File: src/design/trl_pkg.sv
// Package for the telemetry result and limit register bank.
// Assumes one core clock; all register indices are 7-bit sub-addresses.
package trl_pkg;
   localparam logic [6:0] ADR_BAT_LO = 7'h01;
   localparam logic [6:0] ADR_BAT_HI = 7'h02;
   localparam logic [6:0] ADR_SUP_LO = 7'h03;
   localparam logic [6:0] ADR_SUP_HI = 7'h04;
   localparam logic [6:0] ADR_LIMIT_EN = 7'h0D;
   localparam logic [6:0] ADR_CHG_SET_FIRST = 7'h1A;
   localparam logic [6:0] ADR_CHG_SET_LAST = 7'h2D;
   localparam logic [6:0] ADR_LIMIT_ALERTS = 7'h36;
   localparam logic [6:0] ADR_SYS_STATUS = 7'h39;
   localparam logic [6:0] ADR_BAT_V = 7'h3A;
   localparam logic [6:0] ADR_SUP_V = 7'h3B;
   localparam logic [6:0] ADR_SYS_V = 7'h3C;
   localparam logic [6:0] ADR_BAT_I = 7'h3D;
   localparam logic [6:0] ADR_SUP_I = 7'h3E;
   localparam logic [6:0] ADR_DIE_T = 7'h3F;
   localparam logic [6:0] ADR_NTC = 7'h40;
   localparam logic [6:0] ADR_BSR = 7'h41;
   localparam logic [6:0] ADR_ZONE = 7'h42;
   localparam logic [6:0] ADR_KIND = 7'h43;
   localparam logic [6:0] ADR_ICHG_DAC = 7'h44;
   localparam logic [6:0] ADR_VCHG_DAC = 7'h45;
   localparam logic [6:0] ADR_ILIM_DAC = 7'h46;
   localparam logic [6:0] ADR_BAT_FILT = 7'h47;
   localparam logic [6:0] ADR_BSR_I = 7'h48;
   localparam logic [6:0] ADR_RSVD = 7'h49;
   localparam logic [6:0] ADR_READY = 7'h4A;
   // Status, enable and pin readback bit positions
   localparam int BIT_OVLO = 3;
   localparam int BIT_SUP_GT_BAT = 2;
   localparam int BIT_RAIL_SW = 1;
   localparam int BIT_RAIL_MEAS = 0;
   localparam int BIT_EN_BAT_LO = 11;
   localparam int BIT_EN_BAT_HI = 10;
   localparam int BIT_EN_SUP_LO = 9;
   localparam int BIT_EN_SUP_HI = 8;
   localparam int KIND_LSB = 8;
   localparam int COUNT_LSB = 0;
   // Reset values
   localparam logic [15:0] RST_LOW_LIMIT = 16'h8000;
   localparam logic [15:0] RST_HIGH_LIMIT = 16'h7FFF;
   localparam logic [15:0] RST_ZERO = 16'h0000;
   // Number of charger setting words held locally
   localparam int CHG_WORDS = 20;
endpackage

File: src/design/trl_regs.sv
// Telemetry result and limit register bank with the voltage limit alerts.
// Assumes the serial port gives one-cycle read and write strobes with a
// sub-address, and that measurement and pin values arrive synchronous.
`timescale 1ns/1ps
`default_nettype none
module trl_regs
   import trl_pkg::*;
(
   input wire logic ref_clk_i,
   input wire logic rst_n_i,
   // Register port
   input wire logic wr_stb_i,
   input wire logic rd_stb_i,
   input wire logic [6:0] addr_i,
   input wire logic [15:0] wr_data_i,
   output logic [15:0] rd_data_o,
   output logic rd_valid_o,
   // Comparator and status levels
   input wire logic supply_ovlo_i,
   input wire logic supply_above_battery_flag_i,
   input wire logic internal_rail_switching_ok_flag_i,
   input wire logic internal_rail_measure_ok_flag_i,
   input wire logic telemetry_ready_i,
   // Measurement results
   input wire logic [15:0] battery_voltage_i,
   input wire logic [15:0] supply_voltage_i,
   input wire logic [15:0] system_rail_i,
   input wire logic [15:0] battery_current_i,
   input wire logic [15:0] supply_current_i,
   input wire logic [15:0] junction_temperature_i,
   input wire logic [15:0] thermistor_divider_i,
   input wire logic [15:0] series_resistance_i,
   input wire logic [15:0] battery_voltage_filtered_i,
   input wire logic [15:0] resistance_calc_current_snapshot_i,
   input wire logic [2:0] thermistor_temp_zone_i,
   input wire logic temp_zone_charging_enable_i,
   input wire logic [3:0] battery_kind_pins_i,
   input wire logic [3:0] series_count_pins_i,
   input wire logic kind_programmable_i,
   input wire logic [4:0] charge_current_dac_code_i,
   input wire logic [5:0] charge_voltage_dac_code_i,
   input wire logic [5:0] supply_current_limit_dac_code_i,
   // Alert outputs
   output logic [15:0] limit_enable_o,
   output logic smbalert_req_o
);
   logic [15:0] bat_lo_ff;
   logic [15:0] bat_hi_ff;
   logic [15:0] sup_lo_ff;
   logic [15:0] sup_hi_ff;
   logic [15:0] en_ff;
   logic [3:0] alert_ff;
   logic [3:0] nxt_alert;
   logic [15:0] nxt_rd;
   logic [15:0] reg_rd_ff;
   logic rd_pend_ff;
   logic mem_sel_ff;
   logic [15:0] mem_rd;
   logic rd_valid_ff;
   logic [15:0] rd_data_ff;
   logic smbalert_ff;

   // Signed less-than used by every limit excursion and the low-limit checks
   function automatic logic below(input logic [15:0] a, input logic [15:0] b);
      below = $signed(a) < $signed(b);
   endfunction

   // Address decode
   wire wr_bat_lo = wr_stb_i && (addr_i == ADR_BAT_LO);
   wire wr_bat_hi = wr_stb_i && (addr_i == ADR_BAT_HI);
   wire wr_sup_lo = wr_stb_i && (addr_i == ADR_SUP_LO);
   wire wr_sup_hi = wr_stb_i && (addr_i == ADR_SUP_HI);
   wire wr_en = wr_stb_i && (addr_i == ADR_LIMIT_EN);
   wire wr_alert = wr_stb_i && (addr_i == ADR_LIMIT_ALERTS);
   wire in_chg = (addr_i >= ADR_CHG_SET_FIRST) && (addr_i <= ADR_CHG_SET_LAST);
   wire chg_wr = wr_stb_i && in_chg && kind_programmable_i;
   wire [4:0] chg_idx = 5'(addr_i - ADR_CHG_SET_FIRST);

   // Limit excursions, signed so negative readings sit below any positive limit
   wire [3:0] excursion = {below(battery_voltage_i, bat_lo_ff),
                           below(bat_hi_ff, battery_voltage_i),
                           below(supply_voltage_i, sup_lo_ff),
                           below(sup_hi_ff, supply_voltage_i)};
   wire [3:0] en_bits = {en_ff[BIT_EN_BAT_LO], en_ff[BIT_EN_BAT_HI],
                         en_ff[BIT_EN_SUP_LO], en_ff[BIT_EN_SUP_HI]};
   // Alert map bits match their enable positions in the alert register
   wire [3:0] wr_alert_bits = {wr_data_i[BIT_EN_BAT_LO], wr_data_i[BIT_EN_BAT_HI],
                               wr_data_i[BIT_EN_SUP_LO], wr_data_i[BIT_EN_SUP_HI]};
   wire [3:0] keep_mask = wr_alert ? wr_alert_bits : 4'hF;

   // Set wins over a clear in the same cycle; disable drops the bit
   assign nxt_alert = ((alert_ff & keep_mask) | excursion) & en_bits;

   wire [15:0] status_word = {12'h000, supply_ovlo_i,
                              supply_above_battery_flag_i,
                              internal_rail_switching_ok_flag_i,
                              internal_rail_measure_ok_flag_i};
   wire [15:0] alert_word = {4'h0, alert_ff, 8'h00};
   wire [2:0] zone_bits = temp_zone_charging_enable_i ? thermistor_temp_zone_i : 3'h0;

   // Read multiplexer for everything outside the setting memory
   always_comb begin
      nxt_rd = RST_ZERO;
      unique case (addr_i)
         ADR_BAT_LO: nxt_rd = bat_lo_ff;
         ADR_BAT_HI: nxt_rd = bat_hi_ff;
         ADR_SUP_LO: nxt_rd = sup_lo_ff;
         ADR_SUP_HI: nxt_rd = sup_hi_ff;
         ADR_LIMIT_EN: nxt_rd = en_ff;
         ADR_LIMIT_ALERTS: nxt_rd = alert_word;
         ADR_SYS_STATUS: nxt_rd = status_word;
         ADR_BAT_V: nxt_rd = battery_voltage_i;
         ADR_SUP_V: nxt_rd = supply_voltage_i;
         ADR_SYS_V: nxt_rd = system_rail_i;
         ADR_BAT_I: nxt_rd = battery_current_i;
         ADR_SUP_I: nxt_rd = supply_current_i;
         ADR_DIE_T: nxt_rd = junction_temperature_i;
         ADR_NTC: nxt_rd = thermistor_divider_i;
         ADR_BSR: nxt_rd = series_resistance_i;
         ADR_ZONE: nxt_rd = {13'h0000, zone_bits};
         ADR_KIND: nxt_rd = {4'h0, battery_kind_pins_i, 4'h0, series_count_pins_i};
         ADR_ICHG_DAC: nxt_rd = {11'h000, charge_current_dac_code_i};
         ADR_VCHG_DAC: nxt_rd = {10'h000, charge_voltage_dac_code_i};
         ADR_ILIM_DAC: nxt_rd = {10'h000, supply_current_limit_dac_code_i};
         ADR_BAT_FILT: nxt_rd = battery_voltage_filtered_i;
         ADR_BSR_I: nxt_rd = resistance_calc_current_snapshot_i;
         ADR_RSVD: nxt_rd = RST_ZERO;
         ADR_READY: nxt_rd = {15'h0000, telemetry_ready_i};
         default: nxt_rd = RST_ZERO;
      endcase
   end

   trl_setting_mem u_mem (
      .ref_clk_i(ref_clk_i),
      .rst_n_i(rst_n_i),
      .wr_en_i(chg_wr),
      .addr_i(chg_idx),
      .wr_data_i(wr_data_i),
      .rd_data_o(mem_rd)
   );

   // Limit words; no write path reaches the reserved slot
   always_ff @(posedge ref_clk_i or negedge rst_n_i) begin
      if (!rst_n_i) begin
         bat_lo_ff <= RST_LOW_LIMIT;
         bat_hi_ff <= RST_HIGH_LIMIT;
         sup_lo_ff <= RST_LOW_LIMIT;
         sup_hi_ff <= RST_HIGH_LIMIT;
         en_ff <= RST_ZERO;
      end else begin
         if (wr_bat_lo) bat_lo_ff <= wr_data_i;
         if (wr_bat_hi) bat_hi_ff <= wr_data_i;
         if (wr_sup_lo) sup_lo_ff <= wr_data_i;
         if (wr_sup_hi) sup_hi_ff <= wr_data_i;
         if (wr_en) en_ff <= wr_data_i;
      end
   end

   // Sticky alerts and the alert request
   always_ff @(posedge ref_clk_i or negedge rst_n_i) begin
      if (!rst_n_i) begin
         alert_ff <= 4'h0;
         smbalert_ff <= 1'b0;
      end else begin
         alert_ff <= nxt_alert;
         smbalert_ff <= |nxt_alert;
      end
   end

   // Read pipeline: stage one samples, stage two presents, matching memory latency
   always_ff @(posedge ref_clk_i or negedge rst_n_i) begin
      if (!rst_n_i) begin
         reg_rd_ff <= RST_ZERO;
         rd_pend_ff <= 1'b0;
         mem_sel_ff <= 1'b0;
         rd_valid_ff <= 1'b0;
         rd_data_ff <= RST_ZERO;
      end else begin
         reg_rd_ff <= nxt_rd;
         rd_pend_ff <= rd_stb_i;
         mem_sel_ff <= in_chg;
         rd_valid_ff <= rd_pend_ff;
         if (rd_pend_ff) rd_data_ff <= mem_sel_ff ? mem_rd : reg_rd_ff;
      end
   end

   assign rd_data_o = rd_data_ff;
   assign rd_valid_o = rd_valid_ff;
   assign limit_enable_o = en_ff;
   assign smbalert_req_o = smbalert_ff;

   // Checks
   property p_bat_lo;
      @(posedge ref_clk_i) disable iff (!rst_n_i)
      (en_ff[BIT_EN_BAT_LO] && below(battery_voltage_i, bat_lo_ff)) |=> alert_ff[3];
   endproperty
   a_bat_lo: assert property (p_bat_lo) else $error("battery low alert missed");

   property p_sup_lo;
      @(posedge ref_clk_i) disable iff (!rst_n_i)
      (en_ff[BIT_EN_SUP_LO] && below(supply_voltage_i, sup_lo_ff)) |=> alert_ff[1];
   endproperty
   a_sup_lo: assert property (p_sup_lo) else $error("supply low alert missed");

   property p_sticky;
      @(posedge ref_clk_i) disable iff (!rst_n_i)
      (alert_ff[3] && !wr_alert && en_ff[BIT_EN_BAT_LO] && !wr_en) |=> alert_ff[3];
   endproperty
   a_sticky: assert property (p_sticky) else $error("alert dropped alone");

   property p_disable;
      @(posedge ref_clk_i) disable iff (!rst_n_i)
      !en_ff[BIT_EN_BAT_LO] |=> !alert_ff[3];
   endproperty
   a_disable: assert property (p_disable) else $error("alert without enable");

   property p_alert_out;
      @(posedge ref_clk_i) disable iff (!rst_n_i)
      (|alert_ff) |-> smbalert_req_o;
   endproperty
   a_alert_out: assert property (p_alert_out) else $error("alert output low");

   property p_chg_ro;
      @(posedge ref_clk_i) disable iff (!rst_n_i)
      (wr_stb_i && in_chg && !kind_programmable_i) |-> !chg_wr;
   endproperty
   a_chg_ro: assert property (p_chg_ro) else $error("fixed kind write taken");

   property p_rd_lat;
      @(posedge ref_clk_i) disable iff (!rst_n_i)
      rd_stb_i |-> ##2 rd_valid_o;
   endproperty
   a_rd_lat: assert property (p_rd_lat) else $error("read answer late");

   property p_rsvd;
      @(posedge ref_clk_i) disable iff (!rst_n_i)
      (rd_stb_i && addr_i == ADR_RSVD) |-> ##2 (rd_data_o == RST_ZERO);
   endproperty
   a_rsvd: assert property (p_rsvd) else $error("reserved read not zero");

   property p_ready;
      @(posedge ref_clk_i) disable iff (!rst_n_i)
      (rd_stb_i && addr_i == ADR_READY) |-> ##2 (rd_data_o[0] == $past(telemetry_ready_i, 2));
   endproperty
   a_ready: assert property (p_ready) else $error("ready bit wrong");

   // Status bits and limit writes held against the pins and write data; spare read bits held at zero; high-limit alerts
   property p_ovlo;
      @(posedge ref_clk_i) disable iff (!rst_n_i)
      (rd_stb_i && addr_i == ADR_SYS_STATUS) |->
         ##2 (rd_data_o[BIT_OVLO] == $past(supply_ovlo_i, 2));
   endproperty
   a_ovlo: assert property (p_ovlo) else $error("overvoltage status bit wrong");

   property p_sup_gt_bat;
      @(posedge ref_clk_i) disable iff (!rst_n_i)
      (rd_stb_i && addr_i == ADR_SYS_STATUS) |->
         ##2 (rd_data_o[BIT_SUP_GT_BAT] == $past(supply_above_battery_flag_i, 2));
   endproperty
   a_sup_gt_bat: assert property (p_sup_gt_bat) else $error("supply margin bit wrong");

   property p_rail_sw;
      @(posedge ref_clk_i) disable iff (!rst_n_i)
      (rd_stb_i && addr_i == ADR_SYS_STATUS) |->
         ##2 (rd_data_o[BIT_RAIL_SW] == $past(internal_rail_switching_ok_flag_i, 2));
   endproperty
   a_rail_sw: assert property (p_rail_sw) else $error("switching rail bit wrong");

   property p_rail_meas;
      @(posedge ref_clk_i) disable iff (!rst_n_i)
      (rd_stb_i && addr_i == ADR_SYS_STATUS) |->
         ##2 (rd_data_o[BIT_RAIL_MEAS] == $past(internal_rail_measure_ok_flag_i, 2));
   endproperty
   a_rail_meas: assert property (p_rail_meas) else $error("measure rail bit wrong");

   property p_kind;
      @(posedge ref_clk_i) disable iff (!rst_n_i)
      (rd_stb_i && addr_i == ADR_KIND) |->
         ##2 (rd_data_o[15:12] == 4'h0 && rd_data_o[7:4] == 4'h0);
   endproperty
   a_kind: assert property (p_kind) else $error("pin readback spare bits set");

   property p_zone_off;
      @(posedge ref_clk_i) disable iff (!rst_n_i)
      (rd_stb_i && addr_i == ADR_ZONE && !temp_zone_charging_enable_i) |->
         ##2 (rd_data_o == RST_ZERO);
   endproperty
   a_zone_off: assert property (p_zone_off) else $error("zone shown while disabled");

   property p_dac_width;
      @(posedge ref_clk_i) disable iff (!rst_n_i)
      (rd_stb_i && addr_i == ADR_ICHG_DAC) |-> ##2 (rd_data_o[15:5] == 11'h000);
   endproperty
   a_dac_width: assert property (p_dac_width) else $error("current code too wide");

   property p_bat_lo_wr;
      @(posedge ref_clk_i) disable iff (!rst_n_i)
      (wr_stb_i && addr_i == ADR_BAT_LO) |=> (bat_lo_ff == $past(wr_data_i));
   endproperty
   a_bat_lo_wr: assert property (p_bat_lo_wr) else $error("battery low limit lost");

   property p_sup_hi_wr;
      @(posedge ref_clk_i) disable iff (!rst_n_i)
      (wr_stb_i && addr_i == ADR_SUP_HI) |=> (sup_hi_ff == $past(wr_data_i));
   endproperty
   a_sup_hi_wr: assert property (p_sup_hi_wr) else $error("supply high limit lost");

   property p_en_out;
      @(posedge ref_clk_i) disable iff (!rst_n_i)
      (wr_stb_i && addr_i == ADR_LIMIT_EN) |=> (limit_enable_o == $past(wr_data_i));
   endproperty
   a_en_out: assert property (p_en_out) else $error("enable word not shown");

   property p_bat_hi;
      @(posedge ref_clk_i) disable iff (!rst_n_i)
      (en_ff[BIT_EN_BAT_HI] && ($signed(battery_voltage_i) > $signed(bat_hi_ff))) |=>
         alert_ff[2];
   endproperty
   a_bat_hi: assert property (p_bat_hi) else $error("battery high alert missed");

   property p_sup_hi;
      @(posedge ref_clk_i) disable iff (!rst_n_i)
      (en_ff[BIT_EN_SUP_HI] && ($signed(supply_voltage_i) > $signed(sup_hi_ff))) |=>
         alert_ff[0];
   endproperty
   a_sup_hi: assert property (p_sup_hi) else $error("supply high alert missed");

   c_bat_alert: cover property (@(posedge ref_clk_i) disable iff (!rst_n_i) $rose(alert_ff[3]));
   c_clear: cover property (@(posedge ref_clk_i) disable iff (!rst_n_i) wr_alert && |alert_ff);
   c_chg_wr: cover property (@(posedge ref_clk_i) disable iff (!rst_n_i) chg_wr);
   c_sup_alert: cover property (@(posedge ref_clk_i) disable iff (!rst_n_i) $rose(alert_ff[1]));
   c_hi_alerts: cover property (@(posedge ref_clk_i) disable iff (!rst_n_i)
      alert_ff[2] && alert_ff[0]);
endmodule
`default_nettype wire

File: src/design/trl_setting_mem.sv
// Small memory for the charger setting words, registered read data.
// Assumes the caller decodes address range and write permission.
`timescale 1ns/1ps
`default_nettype none
module trl_setting_mem
   import trl_pkg::*;
(
   input wire logic ref_clk_i,
   input wire logic rst_n_i,
   input wire logic wr_en_i,
   input wire logic [4:0] addr_i,
   input wire logic [15:0] wr_data_i,
   output logic [15:0] rd_data_o
);
   logic [15:0] mem_ff [CHG_WORDS];

   // Storage; reset keeps a defined value for every word
   always_ff @(posedge ref_clk_i or negedge rst_n_i) begin
      if (!rst_n_i) begin
         for (int i = 0; i < CHG_WORDS; i++) begin
            mem_ff[i] <= RST_ZERO;
         end
      end else if (wr_en_i) begin
         mem_ff[addr_i] <= wr_data_i;
      end
   end

   // Registered read, one cycle after the address
   always_ff @(posedge ref_clk_i or negedge rst_n_i) begin
      if (!rst_n_i) begin
         rd_data_o <= RST_ZERO;
      end else begin
         rd_data_o <= (32'(addr_i) < CHG_WORDS) ? mem_ff[addr_i] : RST_ZERO;
      end
   end
endmodule
`default_nettype wire

File: config.mk
export PLATFORM = sky130hd
export DESIGN_NAME = trl_regs
export DESIGN_NICKNAME = d
export VERILOG_FILES = /design/src/design/trl_pkg.sv /design/src/design/trl_regs.sv /design/src/design/trl_setting_mem.sv
export SDC_FILE = /design/constraint.sdc
export NUM_CORES = 1
export LEC_CHECK = 0
export ABC_AREA = 0
export ABC_CLOCK_PERIOD_IN_PS = 2500
export BUFFER_PORTS_ARGS = -buffer_cell sky130_fd_sc_hd__buf_2
export CAP_MARGIN = 40
export CORE_MARGIN = 2
export CORE_UTILIZATION = 40
export DETAILED_ROUTE_END_ITERATION = 16
export MAX_ROUTING_LAYER = met4
export PLACE_DENSITY = 0.72
export SLEW_MARGIN = 20
export SYNTH_ARGS = -nofsm -noshare
export SYNTH_HDL_FRONTEND = slang
export SYNTH_SLANG_ARGS = --single-unit
File: constraint.sdc
create_clock -name ref_clk_i -period 2.5 [get_ports ref_clk_i]
set_input_delay 0.5 -clock ref_clk_i [delete_from_list [all_inputs] [get_ports ref_clk_i]]
set_output_delay 0.5 -clock ref_clk_i [all_outputs]
set_load 0.01 [all_outputs]
==> flow_summary.ini <==
[worst_setup_path]
critPathBufInv = 1
crit_path_end_kind = flop
crit_fanout = 2
r2r-start = bat_hi_ff[6]
critPathLaunch = bat_hi_ff[6]
worstPathRequired_ns = 2.96
crit_type = reg -> reg
start_kind = flop
path_depth = 8
rr_worst_depth = 8
ff2ff_setup_slack_ns = -0.01
rr_endpoint = smbalert_req_o
slowest_stage = dfstp_2
crit_family = simple AND/OR/NAND/NOR gates
crit_arrival_ns = 2.98
timing.critical_path.to = smbalert_req_o
crit_chain = ha_1 -> and3_4 -> a221oi_4 -> o21ai_2 -> a211oi_2 -> buf_4 -> mux2i_1 -> or4_1
critPathMaxStageDelay_ns = 0.54

[clock_network]
root_buffer = clkbuf_16
htreeDepth = 2
clk_latency_ns = 0.60
cts.sinks = 456
cts.clk_slew.worst_paths_ns = 0.06
clockBufferDepth = 3
cts_buffers = 49
tritoncts = yes

[power]
pwr-share-seq_pct = 44.0
power.internal_mw = 13.6
irDropWorstVdd_uv = 497
power_switching_mw = 4.77
p_leak_nw = 14.6
finalPower_mw = 18.4
p_comb_share_pct = 14.2
swShare_pct = 26.0
power.share.clock_pct = 41.7
power_density_nw_per_um2 = 613

[run]
max-cap-violations = 0

[synth]
synth_area_leaders = dfrtp_1 (45%), mux2_2 (17%), mux4_2 (7.7%)
synth_top_cell_by_area = dfrtp_1
ys_types = 72
synthArstFlopShare_pct = 100
netlist_area_um2 = 23800
postSynthCellCount = 1876
yosys_warnings = 0
ys_seq_area_share_pct = 48.1
postSynth.topFlopCell = dfrtp_1
ys_ff_latch = 456
syn_nets = 2161
syn_area_per_cell_um2 = 12.7
synth_top_cell_area_share_pct = 44.6
synth_edf_count = 0

[sta]
period_needed_ns = 2.51
hold_violations = 0
setup_viol = 1
worst_pin_slew_ns = 0.666
rsz0062_at_grt = true
fmax_mhz = 398
report.final.slew_viol_count = 0
finalClockSkew_ns = 0.0302
setup_slack_ns = -0.0142
max-slew-margin-rel_pct = 54.3
period_share_pct = 101

[route]
vias_per_cell = 5.79
route.detailed.drc = 0
routedWlPerCell_um = 26.7
first_pass_iters = 6
drt_iter0_drc = 1694
wirelength_mm = 83.5
final_antenna_net_count = 0
route.vias.total = 18120

[final_layout]
multi_input_comb_area_um2 = 11700
fill_cells = 4995
nets = 2601
drive_gt1_share_pct = 49.6
area_growth_pct = 25.8
final_cell_area_um2 = 30000
final-seq-area_um2 = 11500

[die]
rows = 89
core_area_um2 = 58900
die_w_um = 248
ioPinCount = 256
die_h_um = 248
die_area_um2 = 61500
start_util_pct = 40.4

[global_route]
grt_max_degree = 69
grt_pass1_wl_mm = 124
grtUsageTotal_pct = 28.4
grt_pass1_vias = 18941
antenna_found_initial = 3
grt-ovfl-total = 0

[place]
post-dp-hpwl_mm = 62.1
io_buffer_count = 255
gp_congestion = 0.986
post_dp_cell_area_um2 = 28200

[hold_path]
holdCritPathClass = in -> reg

[outcome]
status = complete, but fails checks
violations = negative setup slack
-- flip-flops by register name (all words and copies together) (netlist names) --
| register | flops |
|---|---|
| sup_lo_ff | 16 |
| smbalert_req_o | 1 |
| u_mem.mem_ff | 320 |
| mem_sel_ff | 1 |
| rd_data_o | 16 |
| sup_hi_ff | 16 |
| alert_ff | 4 |
| rd_pend_ff | 1 |
| limit_enable_o | 16 |
| bat_hi_ff | 16 |
| u_mem.rd_data_o | 16 |
| bat_lo_ff | 16 |
| reg_rd_ff | 16 |
| rd_valid_o | 1 |
-- how the worst min path moves through the flow --
stage,to,slack (ns),cells after the start,from
CTS,reg_rd_ff[13],0.24,3,resistance_calc_current_snapshot_i[13]
detailed placement,u_mem.mem_ff[244],0.46,1,rst_n_i
floorplan,alert_ff[0],0.20,0,rst_n_i
global placement,u_mem.mem_ff[244],0.45,1,rst_n_i
global route,reg_rd_ff[13],0.24,3,resistance_calc_current_snapshot_i[13]
finish,reg_rd_ff[13],0.25,3,resistance_calc_current_snapshot_i[13]
-- cells in the mapped netlist (15+ instances only) --
library cell	n
nor2_1	65
dfstp_2	32
a22oi_1	24
nand3_1	51
nand2_1	94
a22o_1	15
a21oi_1	78
mux2_4	39
o22ai_1	16
mux4_2	81
dfrtp_1	424
mux2_2	356
inv_1	74
mux2i_1	47
a221oi_1	22
clkbuf_1	88
buf_2	30
ha_1	63
o21ai_0	50
buf_1	17
-- power by group through the flow --
stage                     Combinational (mW)  Clock (mW)  Sequential [mW]
final                                   2.61        7.66             8.08
after CTS                               2.59        7.78             8.08
after global routing                    2.80        8.07             8.12
after floorplan                         1.24           0             8.13
after detailed placement                2.56           0             8.20
after global placement                  2.53           0             8.18
-- metrics by stage --
stage               util [%]  setup TNS [ns]  hold WS, ns  std cells  setup slack [ns]
floorplan                  -          -82.19        0.204       1876            -0.407
global placement        47.8          -65.70        0.453       3035            -0.805
detailed placement      47.8          -79.39        0.460       3036            -0.427
CTS                     50.8               0        0.235       3125           0.00394
global route            50.8         -0.0726        0.236       3127           -0.0726
finish                  50.8         -0.0142        0.255       3127           -0.0142
-- what timing repair did --
action,4_1_cts,5_1_grt
hold endpoints to repair,41,0
pin swaps,5,4
gates resized for setup,7,11
buffers inserted,1,0
cloned,0,0
setup endpoints to repair,1,1
hold buffers,2,0
-- logic make-up after synthesis --
group           synth area share [%]
flops                           48.1
compound gates                  8.35
buf+inv                         4.05
mux                             29.3
simple gates                    6.74
fa+ha+maj                       3.31
xor+xnor                       0.179
-- worst min-delay path: stages --
cell and delay, ns:
buf_2 0.08, a221oi_1 0.10, o211ai_1 0.12
-- layout make-up --
class	count	area share (%)
Multi-Input combinational cell	1194	39.2
Sequential cell	456	38.2
Timing Repair Buffer	540	12.7
Clock buffer	71	4.78
Tap cell	773	3.23
Inverter	75	0.982
Clock inverter	16	0.856
Antenna cell	2	0.0167
-- routing by layer --
| layer | vias up | part of all wire (%) | GRT usage (%) |
|---|---|---|---|
| li1 | 7837 | - | - |
| met1 | 9454 | 44 | 39.1 |
| met2 | 688 | 46 | 43.4 |
| met3 | 141 | 6.8 | 4.29 |
| met4 | 0 | 3.2 | 8.40 |
| met5 | - | 0 | - |
-- layout by cell type (no fill, tap or decap), drive strengths merged, types with 14 or more instances in the layout --
cell type  instances
buf              537
nand2             94
nor3              15
clkbuf            72
mux4              81
o22ai             16
a221oi            22
nor2              68
nand3             51
dfstp             32
a22oi             24
mux2             402
nand2b            14
dfrtp            424
a21oi             78
o21ai             51
inv               75
ha                63
a22o              15
mux2i             47
No activity file was read; power rests on OpenSTA's default activity.
